## src/logic/sss_pkg.sv

```systemverilog
package sss_pkg;
  localparam int          ADC_W          = 12;
  localparam logic [11:0] THRESHOLD      = 12'hE8B;
  localparam int          CLK_MHZ        = 100;
  localparam int          SETTLE_US      = 20;
  localparam int          SETTLE_CYC     = SETTLE_US * CLK_MHZ;
  localparam int          CNT_W          = 16;
  localparam logic [3:0]  ADC_CH_SENSOR  = 4'h2;
  localparam logic        ADC_REF_SUPPLY = 1'h0;
  localparam logic        LOW_ON         = 1'h0;
  localparam logic        LOW_OFF        = 1'h1;

  typedef enum logic [7:0] {
    SSS_STOP   = 8'h01,
    SSS_POWER  = 8'h02,
    SSS_SETTLE = 8'h04,
    SSS_EMIT   = 8'h08,
    SSS_CONV   = 8'h10,
    SSS_SENSOFF= 8'h20,
    SSS_EMITOFF= 8'h40,
    SSS_RUN    = 8'h80
  } sss_state_t;

  typedef struct packed {
    logic       amp_power;
    logic       photodiode_power;
    logic       ir_emitter_n;
  } sss_sensor_t;

  typedef struct packed {
    logic       start;
    logic [3:0] channel;
    logic       ref_sel;
  } sss_adc_req_t;

  // values after reset; the sensor value is also restored between launches, the adc value only at reset
  localparam sss_sensor_t  SENS_IDLE = '{amp_power: 1'h0, photodiode_power: 1'h0, ir_emitter_n: LOW_OFF};
  localparam sss_adc_req_t ADC_IDLE  = '{start: 1'h0, channel: 4'h0, ref_sel: 1'h0};
endpackage

```

## src/logic/sss_sequencer.sv

```systemverilog
`timescale 1ns/1ps
module sss_sequencer #(
  parameter int SETTLE_CYCLES = sss_pkg::SETTLE_CYC
) (
  input  wire logic                      i_ref_clk,
  input  wire logic                      i_rst_n,
  input  wire logic                      i_timer_compare_interrupt,
  input  wire logic                      i_adc_done,
  input  wire logic [sss_pkg::ADC_W-1:0] i_adc_result,
  input  wire logic                      i_cpu_lamp_on,
  input  wire logic                      i_cpu_resume_stop,
  output logic                           o_amp_power_out,
  output logic                           o_photodiode_power_out,
  output logic                           o_ir_emitter_out_n,
  output logic                           o_status_lamp_out_n,
  output logic                           o_adc_start,
  output logic [3:0]                     o_adc_channel,
  output logic                           o_adc_ref_sel,
  output logic                           o_sequencer_wake_interrupt,
  output logic                           o_cpu_run
);

  // sequencer state; every output below is read straight off one of these flops
  sss_pkg::sss_state_t       state_reg;
  sss_pkg::sss_state_t       state_next;
  sss_pkg::sss_sensor_t      sens_reg;
  sss_pkg::sss_sensor_t      sens_next;
  sss_pkg::sss_adc_req_t     adc_reg;
  sss_pkg::sss_adc_req_t     adc_next;
  logic [sss_pkg::CNT_W-1:0] cnt_reg;
  logic [sss_pkg::CNT_W-1:0] cnt_next;
  logic                      wake_reg;
  logic                      wake_next;
  logic                      lamp_reg;
  logic                      lamp_next;
  logic                      fire_reg;
  logic                      fire_next;
  logic                      run_reg;
  logic                      run_next;

  // checker helper: cycles the sensor has been powered with the emitter still dark
  logic [sss_pkg::CNT_W-1:0] dark_reg;
  logic [sss_pkg::CNT_W-1:0] dark_next;

  always_comb begin
    state_next = state_reg;
    sens_next  = sens_reg;
    adc_next   = adc_reg;
    // start is a one-cycle strobe; channel and reference stay put after it
    adc_next.start = 1'h0;
    cnt_next   = cnt_reg;
    wake_next  = 1'h0;
    fire_next  = fire_reg;
    lamp_next  = lamp_reg;
    case (state_reg)
      sss_pkg::SSS_STOP: begin
        sens_next = sss_pkg::SENS_IDLE;
        if (i_timer_compare_interrupt) begin
          state_next = sss_pkg::SSS_POWER;
        end
      end
      sss_pkg::SSS_POWER: begin
        sens_next.amp_power        = 1'h1;
        sens_next.photodiode_power = 1'h1;
        cnt_next   = sss_pkg::CNT_W'(SETTLE_CYCLES - 1);
        state_next = sss_pkg::SSS_SETTLE;
      end
      sss_pkg::SSS_SETTLE: begin
        if (cnt_reg == '0) begin
          state_next = sss_pkg::SSS_EMIT;
        end else begin
          cnt_next = cnt_reg - 1'h1;
        end
      end
      sss_pkg::SSS_EMIT: begin
        sens_next.ir_emitter_n = sss_pkg::LOW_ON;
        adc_next.start   = 1'h1;
        adc_next.channel = sss_pkg::ADC_CH_SENSOR;
        adc_next.ref_sel = sss_pkg::ADC_REF_SUPPLY;
        state_next = sss_pkg::SSS_CONV;
      end
      sss_pkg::SSS_CONV: begin
        if (i_adc_done) begin
          fire_next  = (i_adc_result > sss_pkg::THRESHOLD);
          state_next = sss_pkg::SSS_SENSOFF;
        end
      end
      sss_pkg::SSS_SENSOFF: begin
        sens_next.amp_power        = 1'h0;
        sens_next.photodiode_power = 1'h0;
        state_next = sss_pkg::SSS_EMITOFF;
      end
      sss_pkg::SSS_EMITOFF: begin
        sens_next.ir_emitter_n = sss_pkg::LOW_OFF;
        if (fire_reg) begin
          wake_next  = 1'h1;
          state_next = sss_pkg::SSS_RUN;
        end else begin
          state_next = sss_pkg::SSS_STOP;
        end
      end
      sss_pkg::SSS_RUN: begin
        sens_next = sss_pkg::SENS_IDLE;
        if (i_cpu_resume_stop) begin
          state_next = sss_pkg::SSS_STOP;
        end
      end
      default: begin
        state_next = sss_pkg::SSS_STOP;
        sens_next  = sss_pkg::SENS_IDLE;
      end
    endcase
    // registered so the run flag leaves the block glitch free
    run_next = (state_next == sss_pkg::SSS_RUN);
    // lamp follows the cpu only while it runs; it keeps its level once the cpu stops again
    if (run_reg) begin
      lamp_next = i_cpu_lamp_on ? sss_pkg::LOW_ON : sss_pkg::LOW_OFF;
    end
  end

  always_ff @(posedge i_ref_clk or negedge i_rst_n) begin
    if (!i_rst_n) begin
      state_reg <= sss_pkg::SSS_STOP;
      sens_reg  <= sss_pkg::SENS_IDLE;
      adc_reg   <= sss_pkg::ADC_IDLE;
      cnt_reg   <= '0;
      wake_reg  <= 1'h0;
      lamp_reg  <= sss_pkg::LOW_OFF;
      fire_reg  <= 1'h0;
      run_reg   <= 1'h0;
    end else begin
      state_reg <= state_next;
      sens_reg  <= sens_next;
      adc_reg   <= adc_next;
      cnt_reg   <= cnt_next;
      wake_reg  <= wake_next;
      lamp_reg  <= lamp_next;
      fire_reg  <= fire_next;
      run_reg   <= run_next;
    end
  end

  always_comb begin
    dark_next = dark_reg;
    if (!sens_reg.amp_power) begin
      dark_next = '0;
    end else if (sens_reg.ir_emitter_n) begin
      dark_next = dark_reg + 1'h1;
    end
  end

  always_ff @(posedge i_ref_clk or negedge i_rst_n) begin
    if (!i_rst_n) begin
      dark_reg <= '0;
    end else begin
      dark_reg <= dark_next;
    end
  end

  assign o_amp_power_out            = sens_reg.amp_power;
  assign o_photodiode_power_out     = sens_reg.photodiode_power;
  assign o_ir_emitter_out_n         = sens_reg.ir_emitter_n;
  assign o_status_lamp_out_n        = lamp_reg;
  assign o_adc_start                = adc_reg.start;
  assign o_adc_channel              = adc_reg.channel;
  assign o_adc_ref_sel              = adc_reg.ref_sel;
  assign o_sequencer_wake_interrupt = wake_reg;
  assign o_cpu_run                  = run_reg;
endmodule // sss_sequencer

```

## config.mk

```make
export PLATFORM = sky130hd
export DESIGN_NAME = sss_sequencer
export DESIGN_NICKNAME = d
export VERILOG_FILES = /design/src/logic/sss_pkg.sv /design/src/logic/sss_sequencer.sv
export SDC_FILE = /design/constraint.sdc
export NUM_CORES = 1
export LEC_CHECK = 0
export ABC_AREA = 0
export BUFFER_PORTS_ARGS = -buffer_cell sky130_fd_sc_hd__buf_2
export CAP_MARGIN = 30
export CORE_ASPECT_RATIO = 0.7
export CORE_MARGIN = 8
export CORE_UTILIZATION = 42
export DETAILED_ROUTE_END_ITERATION = 7
export PLACE_DENSITY = 0.59
export SLEW_MARGIN = 20
export SYNTH_ARGS = -nofsm -noshare
export SYNTH_HDL_FRONTEND = slang
export SYNTH_SLANG_ARGS = --single-unit
```

## constraint.sdc

```tcl
create_clock -name i_ref_clk -period 2.6 [get_ports i_ref_clk]
set_input_delay 0.26 -clock i_ref_clk [delete_from_list [all_inputs] [get_ports i_ref_clk]]
set_output_delay 0.26 -clock i_ref_clk [all_outputs]
set_load 0.03 [all_outputs]
```

==> Flow_metrics.wiki, run 1 <==
{| class="wikitable"
! Metric !! Value
|-
| Detailed-router iteration count before antenna repair || 4
|-
| Violation count after the first detailed-routing iteration || 182
|-
| Final total negative setup slack || 0 ps
|-
| Number of distinct library cells after synthesis || 51
|-
| Worst setup EP type || flip-flop
|-
| Headroom to the max-slew limit || 52.9%
|-
| Full die area || 6730 sq um
|-
| Flip-flop count of the largest register, all copies and words added || 16
|-
| Setup Crit Path Kind || reg2reg
|-
| Depth of the CTS H-tree || 2
|-
| Source of the worst register-to-register timing path || cnt_reg[0]$_DFFE_PN0P_
|-
| Reg2reg path depth || 6
|-
| Total power density per cell area || between 700 and 800 nW/um^2
|-
| Area contributors post-synth || dfrtp_1, mux2i_1, dfstp_2
|-
| Post-CTS Setup Inserts || 0
|-
| Number of enable flip-flop cells after synthesis || 0
|-
| Synth async-reset ratio || 100%
|-
| Critical Path Source Type || flip-flop
|-
| Mapped Avg Cell Area || 9.48 sq um
|-
| Sink Count || 32
|-
| Register-to-register path setup slack || 170 ps
|-
| RSZ-0062 raised after global routing || no
|-
| Number of core rows || 20
|-
| Overall Global Routing Usage || 14.0%
|-
| Max Transition Viols Final || 0
|-
| Standby leakage power || 0.000915 uW
|-
| Final critical-path share of the clock period || 93.5%
|-
| Type of the tightest min-delay check || in2async
|-
| Largest area contributor in the synthesized netlist || dfrtp_1
|-
| Count of state elements after synthesis || 32
|-
| Post-detailed-placement half-perimeter wirelength || 3210 um
|-
| Clock tree from TritonCTS || yes
|-
| Fraction of the yosys area taken by sequential cells || 44.2%
|-
| Worst endpoint required time || 2770 ps
|-
| Cell chosen for the clock root || clkbuf_8
|-
| YS warnings || 0
|-
| Maximum number of pins on one net before global-route repair || 33
|-
| Post-synth top cells || dfrtp_1, nor2_1, o21ai_0, mux2i_1, or4_1
|-
| Total grt overflow || 0
|-
| Clock input transition at the sequential cells of the worst setup and hold paths || 80 ps
|-
| Wire length of the first global-routing pass || about 7500 um
|-
| Number of buffers added on ports || 23
|-
| Total clock buffers created by CTS || 5
|-
| Cts-stage hold buffer count || 0
|-
| Transition time at the pin with the least slew margin || around 710 ps
|-
| Vias in the first global route || around 1,600
|-
| Share of final-layout standard cells stronger than drive strength 1 || 23.6%
|-
| Maximum root-to-sink buffer count || 2
|-
| Post-route core utilization || 49.5%
|-
| Synthesized instance count || between 150 and 200
|-
| Outcome || complete, no violations
|-
| Synth top area share || 39.9%
|-
| Worst Clk Skew || 9.10 ps
|-
| Top_reg_cell synth || dfrtp_1
|-
| Antenna violation net count after detailed routing || 0
|-
| Setup-violating endpoint count in the final report || 0
|-
| Post-layout nets || 239
|-
| Synthesized cell area || between 1500 and 2000 sq um
|-
| Most repeated cell in the gate-level netlist after synthesis || dfrtp_1
|-
| Data arrival time at the worst-slack endpoint || 2600 ps
|-
| Capture point of the worst reg-to-reg path || cnt_reg[10]$_DFFE_PN0P_
|-
| Final routed DRC violation total || 0
|-
| Maximum fanout count along the critical path || 7
|-
| Routed WL || about 4300 um
|-
| Highest Clock Rate || between 400 and 500 MHz
|-
| Antenna violations before repair || 0
|-
| Ports placed on the boundary || 30
|-
| Routed via count || 1,585
|-
| Ratio of routed vias to standard cells || 5.76
|-
| Number of cells upsized or downsized after cts || 0
|-
| Floorplan die height || 71.1 um
|-
| Worst skew pair latency || 290 ps
|-
| P&R area growth vs syn || 15.6%
|-
| Routed wire per std cell || 15.6 um
|-
| Core area || ~4300 sq um
|-
| Max-capacitance violation count || 0
|-
| Final Critical Period || 2430 ps
|-
| Antenna diode count || 0
|-
| Starting utilization of the core area || 42.8%
|-
| Overall die width || 94.7 um
|-
| Peak supply drop || 520 uV
|-
| Hold violation total from the final report || 0
|-
| Last weighted congestion value of the routability-driven placer || between 0.8 and 0.9
|}
-- critical path, stage by stage (launching register included) --
cell and delay (ps):
dfrtp_1 440, inv_1 110, ha_1 170, or3b_2 490, or4_1 540, o31ai_1 210, or3b_1 350
-- cell families after synthesis --
family	synth area share (%)
flops	44.2
buf+inv	5.57
mux	5.57
compound gates	12.3
xor+xnor	0.962
fa+ha+maj	1.37
simple gates	29.8
other cells	0.206
-- final cells by class --
class | count | area [sq um]
Inverter | 5 | 18.8
Clock buffer | 5 | 68.8
Fill cell | 421 | 2150
Sequential cell | 32 | 805
Clock inverter | 3 | 42.5
Tap cell | 55 | 68.8
Timing Repair Buffer | 31 | 175
Multi-Input combinational cell | 144 | 926
-- per-layer routing --
metal / vias up / share of wire [%] / GRT usage, %
li1: 762 / - / -
met5: - / 0 / 0
met3: 8 / 6.2 / 4.33
met2: 41 / 42 / 19.5
met4: 0 / 1.3 / 5.52
met1: 774 / 50 / 19.4
-- through the flow --
stage | hold WS [ps] | cells | setup WS, ps | instance area [sq um] | power, uW
after floorplan | -35.6 | 195 | 239 | 1830 | 1040
after global placement | 345 | 267 | 206 | 1990 | 1160
after detailed placement | 350 | 267 | 188 | 1990 | 1170
after CTS | 37.6 | 275 | 178 | 2100 | 1660
after global routing | 73.0 | 275 | 8.76 | 2100 | 1760
final | 17.9 | 275 | 169 | 2100 | 1660
-- placed cells by master, fill, tap and decap left out, types with 2 or more instances in the layout --
master / count
clkbuf_8: 5
or3_1: 2
and2_1: 2
nor3_1: 8
a21oi_1: 8
or2_2: 2
buf_2: 23
nand2b_1: 4
conb_1: 4
ha_1: 2
and4_1: 2
o21ai_0: 11
nand4_1: 3
o22a_1: 2
nand2_1: 7
o211ai_1: 3
or4_1: 9
nor4_1: 8
or3_2: 2
inv_1: 5
o31ai_1: 5
nor2_1: 21
nand3_1: 6
mux2i_1: 9
dfstp_2: 3
nor4b_1: 4
dfrtp_1: 29
buf_4: 8
-- where the power goes --
part	internal [uW]	switching, uW	total (uW)
Sequential	583	104	687
Clock	284	202	486
Combinational	201	285	486
-- worst max-delay path by stage --
stage                                      start                      end  slack (ps)  cells after the start
after floorplan           state_reg[3]$_DFF_PN0_  cnt_reg[10]$_DFFE_PN0P_         240                      6
after global placement    state_reg[3]$_DFF_PN0_  cnt_reg[10]$_DFFE_PN0P_         210                      4
after detailed placement  cnt_reg[0]$_DFFE_PN0P_  cnt_reg[10]$_DFFE_PN0P_         190                      6
after CTS                 state_reg[3]$_DFF_PN0_  cnt_reg[10]$_DFFE_PN0P_         180                      4
after global routing      cnt_reg[0]$_DFFE_PN0P_  cnt_reg[10]$_DFFE_PN0P_           9                      6
final                     cnt_reg[0]$_DFFE_PN0P_  cnt_reg[10]$_DFFE_PN0P_         170                      6
No activity file was read; power rests on OpenSTA's default activity.
==> run 2, diff against run 1 <==
- GPL_TIMING_DRIVEN: not set -> 0
==> run 2 against run 1 <==
  * Core utilization grew 1.0 points
  * Global-route usage shrank 0.063 points
  * Sequential share of layout area shrank 0.70 points
  * Sequential power is essentially flat
  * Register-to-register slack lost 40 ps
  * Critical path type unchanged
  * Critical endpoint unchanged
==> Flow_metrics.wiki, run 2 (same netlist as run 1, synthesis figures left out) <==
{| class="wikitable"
! Metric !! Value
|-
| Outcome || complete, no violations
|-
| Antenna violation net count after detailed routing || 0
|-
| Sequence of cells on the critical path || or4_4 > buf_6 > or4_1 > clkbuf_2 > o31ai_1 > or3b_1
|-
| Depth of the CTS H-tree || 2
|-
| Maximum number of pins on one net before global-route repair || 33
|-
| Core area || 4250 sq um
|-
| P&R area growth vs syn || 17.9%
|-
| Post-layout nets || ~250
|-
| Slowest cell on crit path || or4_4
|-
| Data arrival time at the worst-slack endpoint || approximately 2700 ps
|-
| Routed WL || about 4300 um
|-
| Highest Clock Rate || 404 MHz
|-
| Worst Clk Skew || 7.76 ps
|-
| Headroom to the max-slew limit || roughly half
|-
| Ratio of routed vias to standard cells || around 5.7
|-
| Maximum fanout count along the critical path || 9
|-
| Wire length of the first global-routing pass || 7360 um
|-
| Hold violation total from the final report || 0
|-
| Full die area || 6730 sq um
|-
| Cell chosen for the clock root || clkbuf_8
|-
| Levels on crit path || 6
|-
| Cell family contributing the most delay on the critical path || simple AND/OR/NAND/NOR gates
|-
| CP max stage delay || 510 ps
|-
| Setup-violating endpoint count in the final report || 0
|-
| Total clock buffers created by CTS || 5
|-
| Total grt overflow || 0
|-
| Antenna diode count || 0
|-
| Final critical-path share of the clock period || around 95%
|-
| Max Transition Viols Final || 0
|-
| Reg2reg path depth || 6
|-
| Worst setup EP type || flip-flop
|-
| Max-capacitance violation count || 0
|-
| Routed via count || ~1,600
|-
| Last weighted congestion value of the routability-driven placer || a little over 0.8
|-
| Post-detailed-placement half-perimeter wirelength || 3100 um
|-
| Worst Setup Slack post-DPL || 80.6 ps
|-
| Overall die width || 94.7 um
|-
| Worst endpoint required time || between 2000 and 3000 ps
|-
| Ports placed on the boundary || 30
|-
| Number of core rows || 20
|-
| Worst hold margin || 29.9 ps
|-
| CP bufs+invs || 2
|-
| Total power density per cell area || between 700 and 800 nW/um^2
|-
| Sink Count || 32
|-
| Critical path origin || state_reg[7]$_DFF_PN0_
|-
| Worst skew pair latency || 290 ps
|-
| Detailed-router iteration count before antenna repair || 4
|-
| Final setup margin || 127 ps
|-
| Critical Path Source Type || flip-flop
|-
| Maximum root-to-sink buffer count || 2
|-
| Overall Global Routing Usage || 13.9%
|-
| Type of the tightest min-delay check || in2async
|-
| Flip-flop count of the largest register, all copies and words added || 16
|-
| Setup Crit Path Kind || reg2reg
|-
| Standby leakage power || 0.000937 uW
|-
| Final routed DRC violation total || 0
|-
| Floorplan die height || about 70 um
|-
| Number of buffers added on ports || 23
|-
| Fill count || 399
|-
| Peak supply drop || 577 uV
|-
| Cts-stage hold buffer count || 0
|-
| Vias in the first global route || about 1,500
|-
| Commonest non-fill, non-tap cell in the layout || dfrtp_1
|-
| Share of final-layout standard cells stronger than drive strength 1 || between 20 and 30%
|-
| Final Critical Period || 2470 ps
|-
| Final total negative setup slack || 0 ps
|-
| Clock tree from TritonCTS || yes
|-
| Transition time at the pin with the least slew margin || 738 ps
|-
| Starting utilization of the core area || between 40% and 50%
|-
| Source of the worst register-to-register timing path || state_reg[7]$_DFF_PN0_
|-
| Violation count after the first detailed-routing iteration || 67
|-
| Routed wire per std cell || approximately 15 um
|-
| Antenna violations before repair || 0
|-
| Clock input transition at the sequential cells of the worst setup and hold paths || 80 ps
|-
| Leading cell types in the layout, fill and taps excluded || dfrtp_1, buf_2, nor2_1
|}
==> run 2: cell count changes in the layout (fill, tap and decap cells not counted), sizes merged <==
cell / change
buf: +1
clkbuf: +6
==> run 2: worst paths after layout <==
check	to	slack, ps
min	state_reg[1]$_DFF_PN0_	30
max in group asynchronous	state_reg[3]$_DFF_PN0_	2050
min reg2reg	o_status_lamp_out_n$_DFFE_PN1P_	450
max	cnt_reg[10]$_DFFE_PN0P_	130
min in group i_ref_clk	o_status_lamp_out_n$_DFFE_PN1P_	110
max reg2reg	cnt_reg[10]$_DFFE_PN0P_	130
==> run 2: layer usage <==
layer	track usage, %	vias to the layer above	share of wire, %
met2	18.5	49	41
li1	-	785	-
met4	5.69	0	1.4
met1	20.1	763	52
met5	0	-	0
met3	4.23	9	5.5
==> run 2: final cells by class <==
| class | instances | area [sq um] | share of cell area [%] |
|---|---|---|---|
| clock inverters | 3 | 42.5 | 1.98 |
| flip-flops and latches | 32 | 806 | 37.5 |
| clock buffers | 5 | 68.8 | 3.21 |
| multi-input cells | 144 | 936 | 43.6 |
| well taps | 55 | 68.8 | 3.21 |
| inverters | 5 | 18.8 | 0.874 |
| plain buffers | 13 | 78.8 | 3.67 |
| repair buffers | 25 | 128 | 5.94 |
==> run 2: stage by stage <==
step,cells,utilization (%),instance area [sq um],power [uW]
6_report,282,50.5,2150,1670
5_1_grt,282,50.5,2150,1770
4_1_cts,281,50.0,2130,1670
3_5_place_dp,273,47.4,2020,1180
3_3_place_gp,273,47.4,2020,1160
2_1_floorplan,195,-,1830,1040
==> run 2: where the power goes <==
part,internal [uW],switching (uW),total (uW)
clock network,283,200,483
registers,583,108,690
logic,210,289,500
==> run 2: timing repair <==
action,CTS,global route
setup endpoints to repair,0,3
endpoints found under the hold margin,0,0
setup buffers,0,1
resized for setup,0,2
==> run 2: worst register-to-register path, cell delays in order (launching register included) <==
cell and delay [ps]:
dfrtp_1 480, or4_4 510, buf_6 150, or4_1 510, clkbuf_2 170, o31ai_1 180
or3b_1 360
==> run 3, diff against run 2 <==
- CELL_PAD_IN_SITES_DETAIL_PLACEMENT: not set -> 1
- CELL_PAD_IN_SITES_GLOBAL_PLACEMENT: not set -> 2
- CORE_UTILIZATION: 42 -> 34
- PLACE_DENSITY: 0.59 -> 0.75
==> run 3 against run 2 <==
  * Routed wire length up 15%
  * Register-to-register slack worse by 40 ps
  * Final area about the same
  * Critical path type unchanged
  * Critical endpoint unchanged
  * Largest cell class unchanged
  * Largest power group unchanged
==> Flow_metrics.wiki, run 3 (same netlist as run 1, synthesis figures left out) <==
{| class="wikitable"
! Metric !! Value
|-
| Reg area || a little over 800 sq um
|-
| Flip-flop count of the largest register, all copies and words added || 16
|-
| Transition time at the pin with the least slew margin || 746 ps
|-
| Maximum fanout count along the critical path || 7
|-
| Standby leakage power || around 0.00094 uW
|-
| Depth of the CTS H-tree || 2
|-
| Fill count || between 600 and 700
|-
| Final Critical Period || 2520 ps
|-
| Max-capacitance violation count || 0
|-
| Full die area || 7990 sq um
|-
| Headroom to the max-slew limit || 50.3%
|-
| Maximum root-to-sink buffer count || 2
|-
| Violation count after the first detailed-routing iteration || between 100 and 150
|-
| Area of combinational cells with multiple inputs || 930 sq um
|-
| Total power || approximately 1600 uW
|-
| Worst Clk Skew || 7.30 ps
|-
| Share of final-layout standard cells stronger than drive strength 1 || between 20% and 30%
|-
| Routed WL || 4920 um
|-
| P&R area growth vs syn || 18.0%
|-
| RSZ-0062 raised after global routing || no
|-
| Routed wire per std cell || 16.4 um
|-
| Maximum number of pins on one net before global-route repair || 33
|-
| Type of the tightest min-delay check || in2async
|-
| Antenna violations before repair || 0
|-
| Antenna violation net count after detailed routing || 0
|-
| Worst skew pair latency || 280 ps
|-
| Last weighted congestion value of the routability-driven placer || approximately 0.84
|-
| Core area || 5200 sq um
|-
| Commonest non-fill, non-tap cell in the layout || dfrtp_1
|-
| Post-route core utilization || about two fifths
|-
| Setup-violating endpoint count in the final report || 0
|-
| Ratio of routed vias to standard cells || 5.32
|-
| Total power density per cell area || ~740 nW/um^2
|-
| Floorplan die height || just under 80 um
|-
| Cell chosen for the clock root || clkbuf_8
|-
| Max Transition Viols Final || 0
|-
| Post-layout nets || 246
|-
| Ports placed on the boundary || 30
|-
| Number of core rows || 22
|-
| Clock input transition at the sequential cells of the worst setup and hold paths || 70 ps
|-
| Setup Crit Path Kind || reg2reg
|-
| Highest Clock Rate || just under 400 MHz
|-
| Worst endpoint required time || 2760 ps
|-
| Vias in the first global route || 1,674
|-
| Hold violation total from the final report || 0
|-
| Post-detailed-placement half-perimeter wirelength || 3770 um
|-
| Peak supply drop || 375 uV
|-
| Clock tree from TritonCTS || yes
|-
| Number of buffers added on ports || 23
|-
| Overall die width || 103 um
|-
| Cts-stage hold buffer count || 0
|-
| Outcome || complete, no violations
|-
| Starting utilization of the core area || about a third
|-
| Final critical-path share of the clock period || 96.9%
|-
| Worst setup EP type || flip-flop
|-
| Data arrival time at the worst-slack endpoint || between 2000 and 3000 ps
|-
| Antenna diode count || 0
|-
| Final routed DRC violation total || 0
|-
| Routed via count || 1,592
|-
| Detailed-router iteration count before antenna repair || 4
|-
| Total grt overflow || 0
|-
| Total clock buffers created by CTS || 5
|-
| Sink Count || 32
|-
| Final total negative setup slack || 0 ps
|-
| Overall Global Routing Usage || 13.6%
|-
| Leading cell types in the layout, fill and taps excluded || dfrtp_1, buf_2, nor2_1
|-
| Critical Path Source Type || flip-flop
|-
| Wire length of the first global-routing pass || 8550 um
|}
## run 3: where the power goes
group,switching (uW),internal (uW)
clock network,184,211
logic,297,209
registers,111,584
## run 3: worst paths after layout
check | slack (ps) | start | depth (start not counted) | to
worst max register to register | 80 | cnt_reg[0]$_DFFE_PN0P_ | 7 | cnt_reg[10]$_DFFE_PN0P_
max in group asynchronous | 2050 | i_rst_n | 1 | cnt_reg[0]$_DFFE_PN0P_
worst min register to register | 440 | o_cpu_run$_DFF_PN0_ | 1 | o_status_lamp_out_n$_DFFE_PN1P_
worst max-delay path | 80 | cnt_reg[0]$_DFFE_PN0P_ | 7 | cnt_reg[10]$_DFFE_PN0P_
worst min-delay path | 40 | i_rst_n | 1 | state_reg[3]$_DFF_PN0_
min in group i_ref_clk | 130 | i_cpu_lamp_on | 2 | o_status_lamp_out_n$_DFFE_PN1P_
## run 3: layer usage
metal | wire (um) | GRT usage (%) | share of wire, %
met5 | 0 | 0 | 0
met4 | 68 | 4.89 | 1.4
met3 | 275 | 4.15 | 5.6
met2 | 1970 | 18.5 | 40
met1 | 2600 | 19.3 | 53
## run 3: final cells by class
type / instances / share of cell area, %
multi-input cells: 144 / 43.3
flip-flops and latches: 32 / 37.6
repair buffers: 27 / 6.46
plain buffers: 11 / 3.32
clock buffers: 6 / 3.84
well taps: 72 / 4.19
inverters: 5 / 0.874
clock inverters: 2 / 0.466
## run 3: repair_timing
item | 4_1_cts | 5_1_grt
endpoints found under the setup margin | 1 | 4
gates resized for setup | 0 | 4
buffers inserted | 0 | 2
## run 3: worst max-delay path: stages, from the launching register on
cell	delay [ps]
dfrtp_2	450
inv_1	110
ha_1	180
or3b_2	500
or4_1	420
buf_2	190
o31ai_1	180
or3b_1	370
## run 3: metrics by stage
stage	area (sq um)	setup slack, ps	instances	hold WS (ps)
after floorplan	1830	239	195	-35.6
after global placement	2040	73.1	290	353
after detailed placement	2050	15.5	292	373
after CTS	2130	11.5	299	61.4
after global routing	2150	5.61	299	106
final	2150	81.8	299	43.8
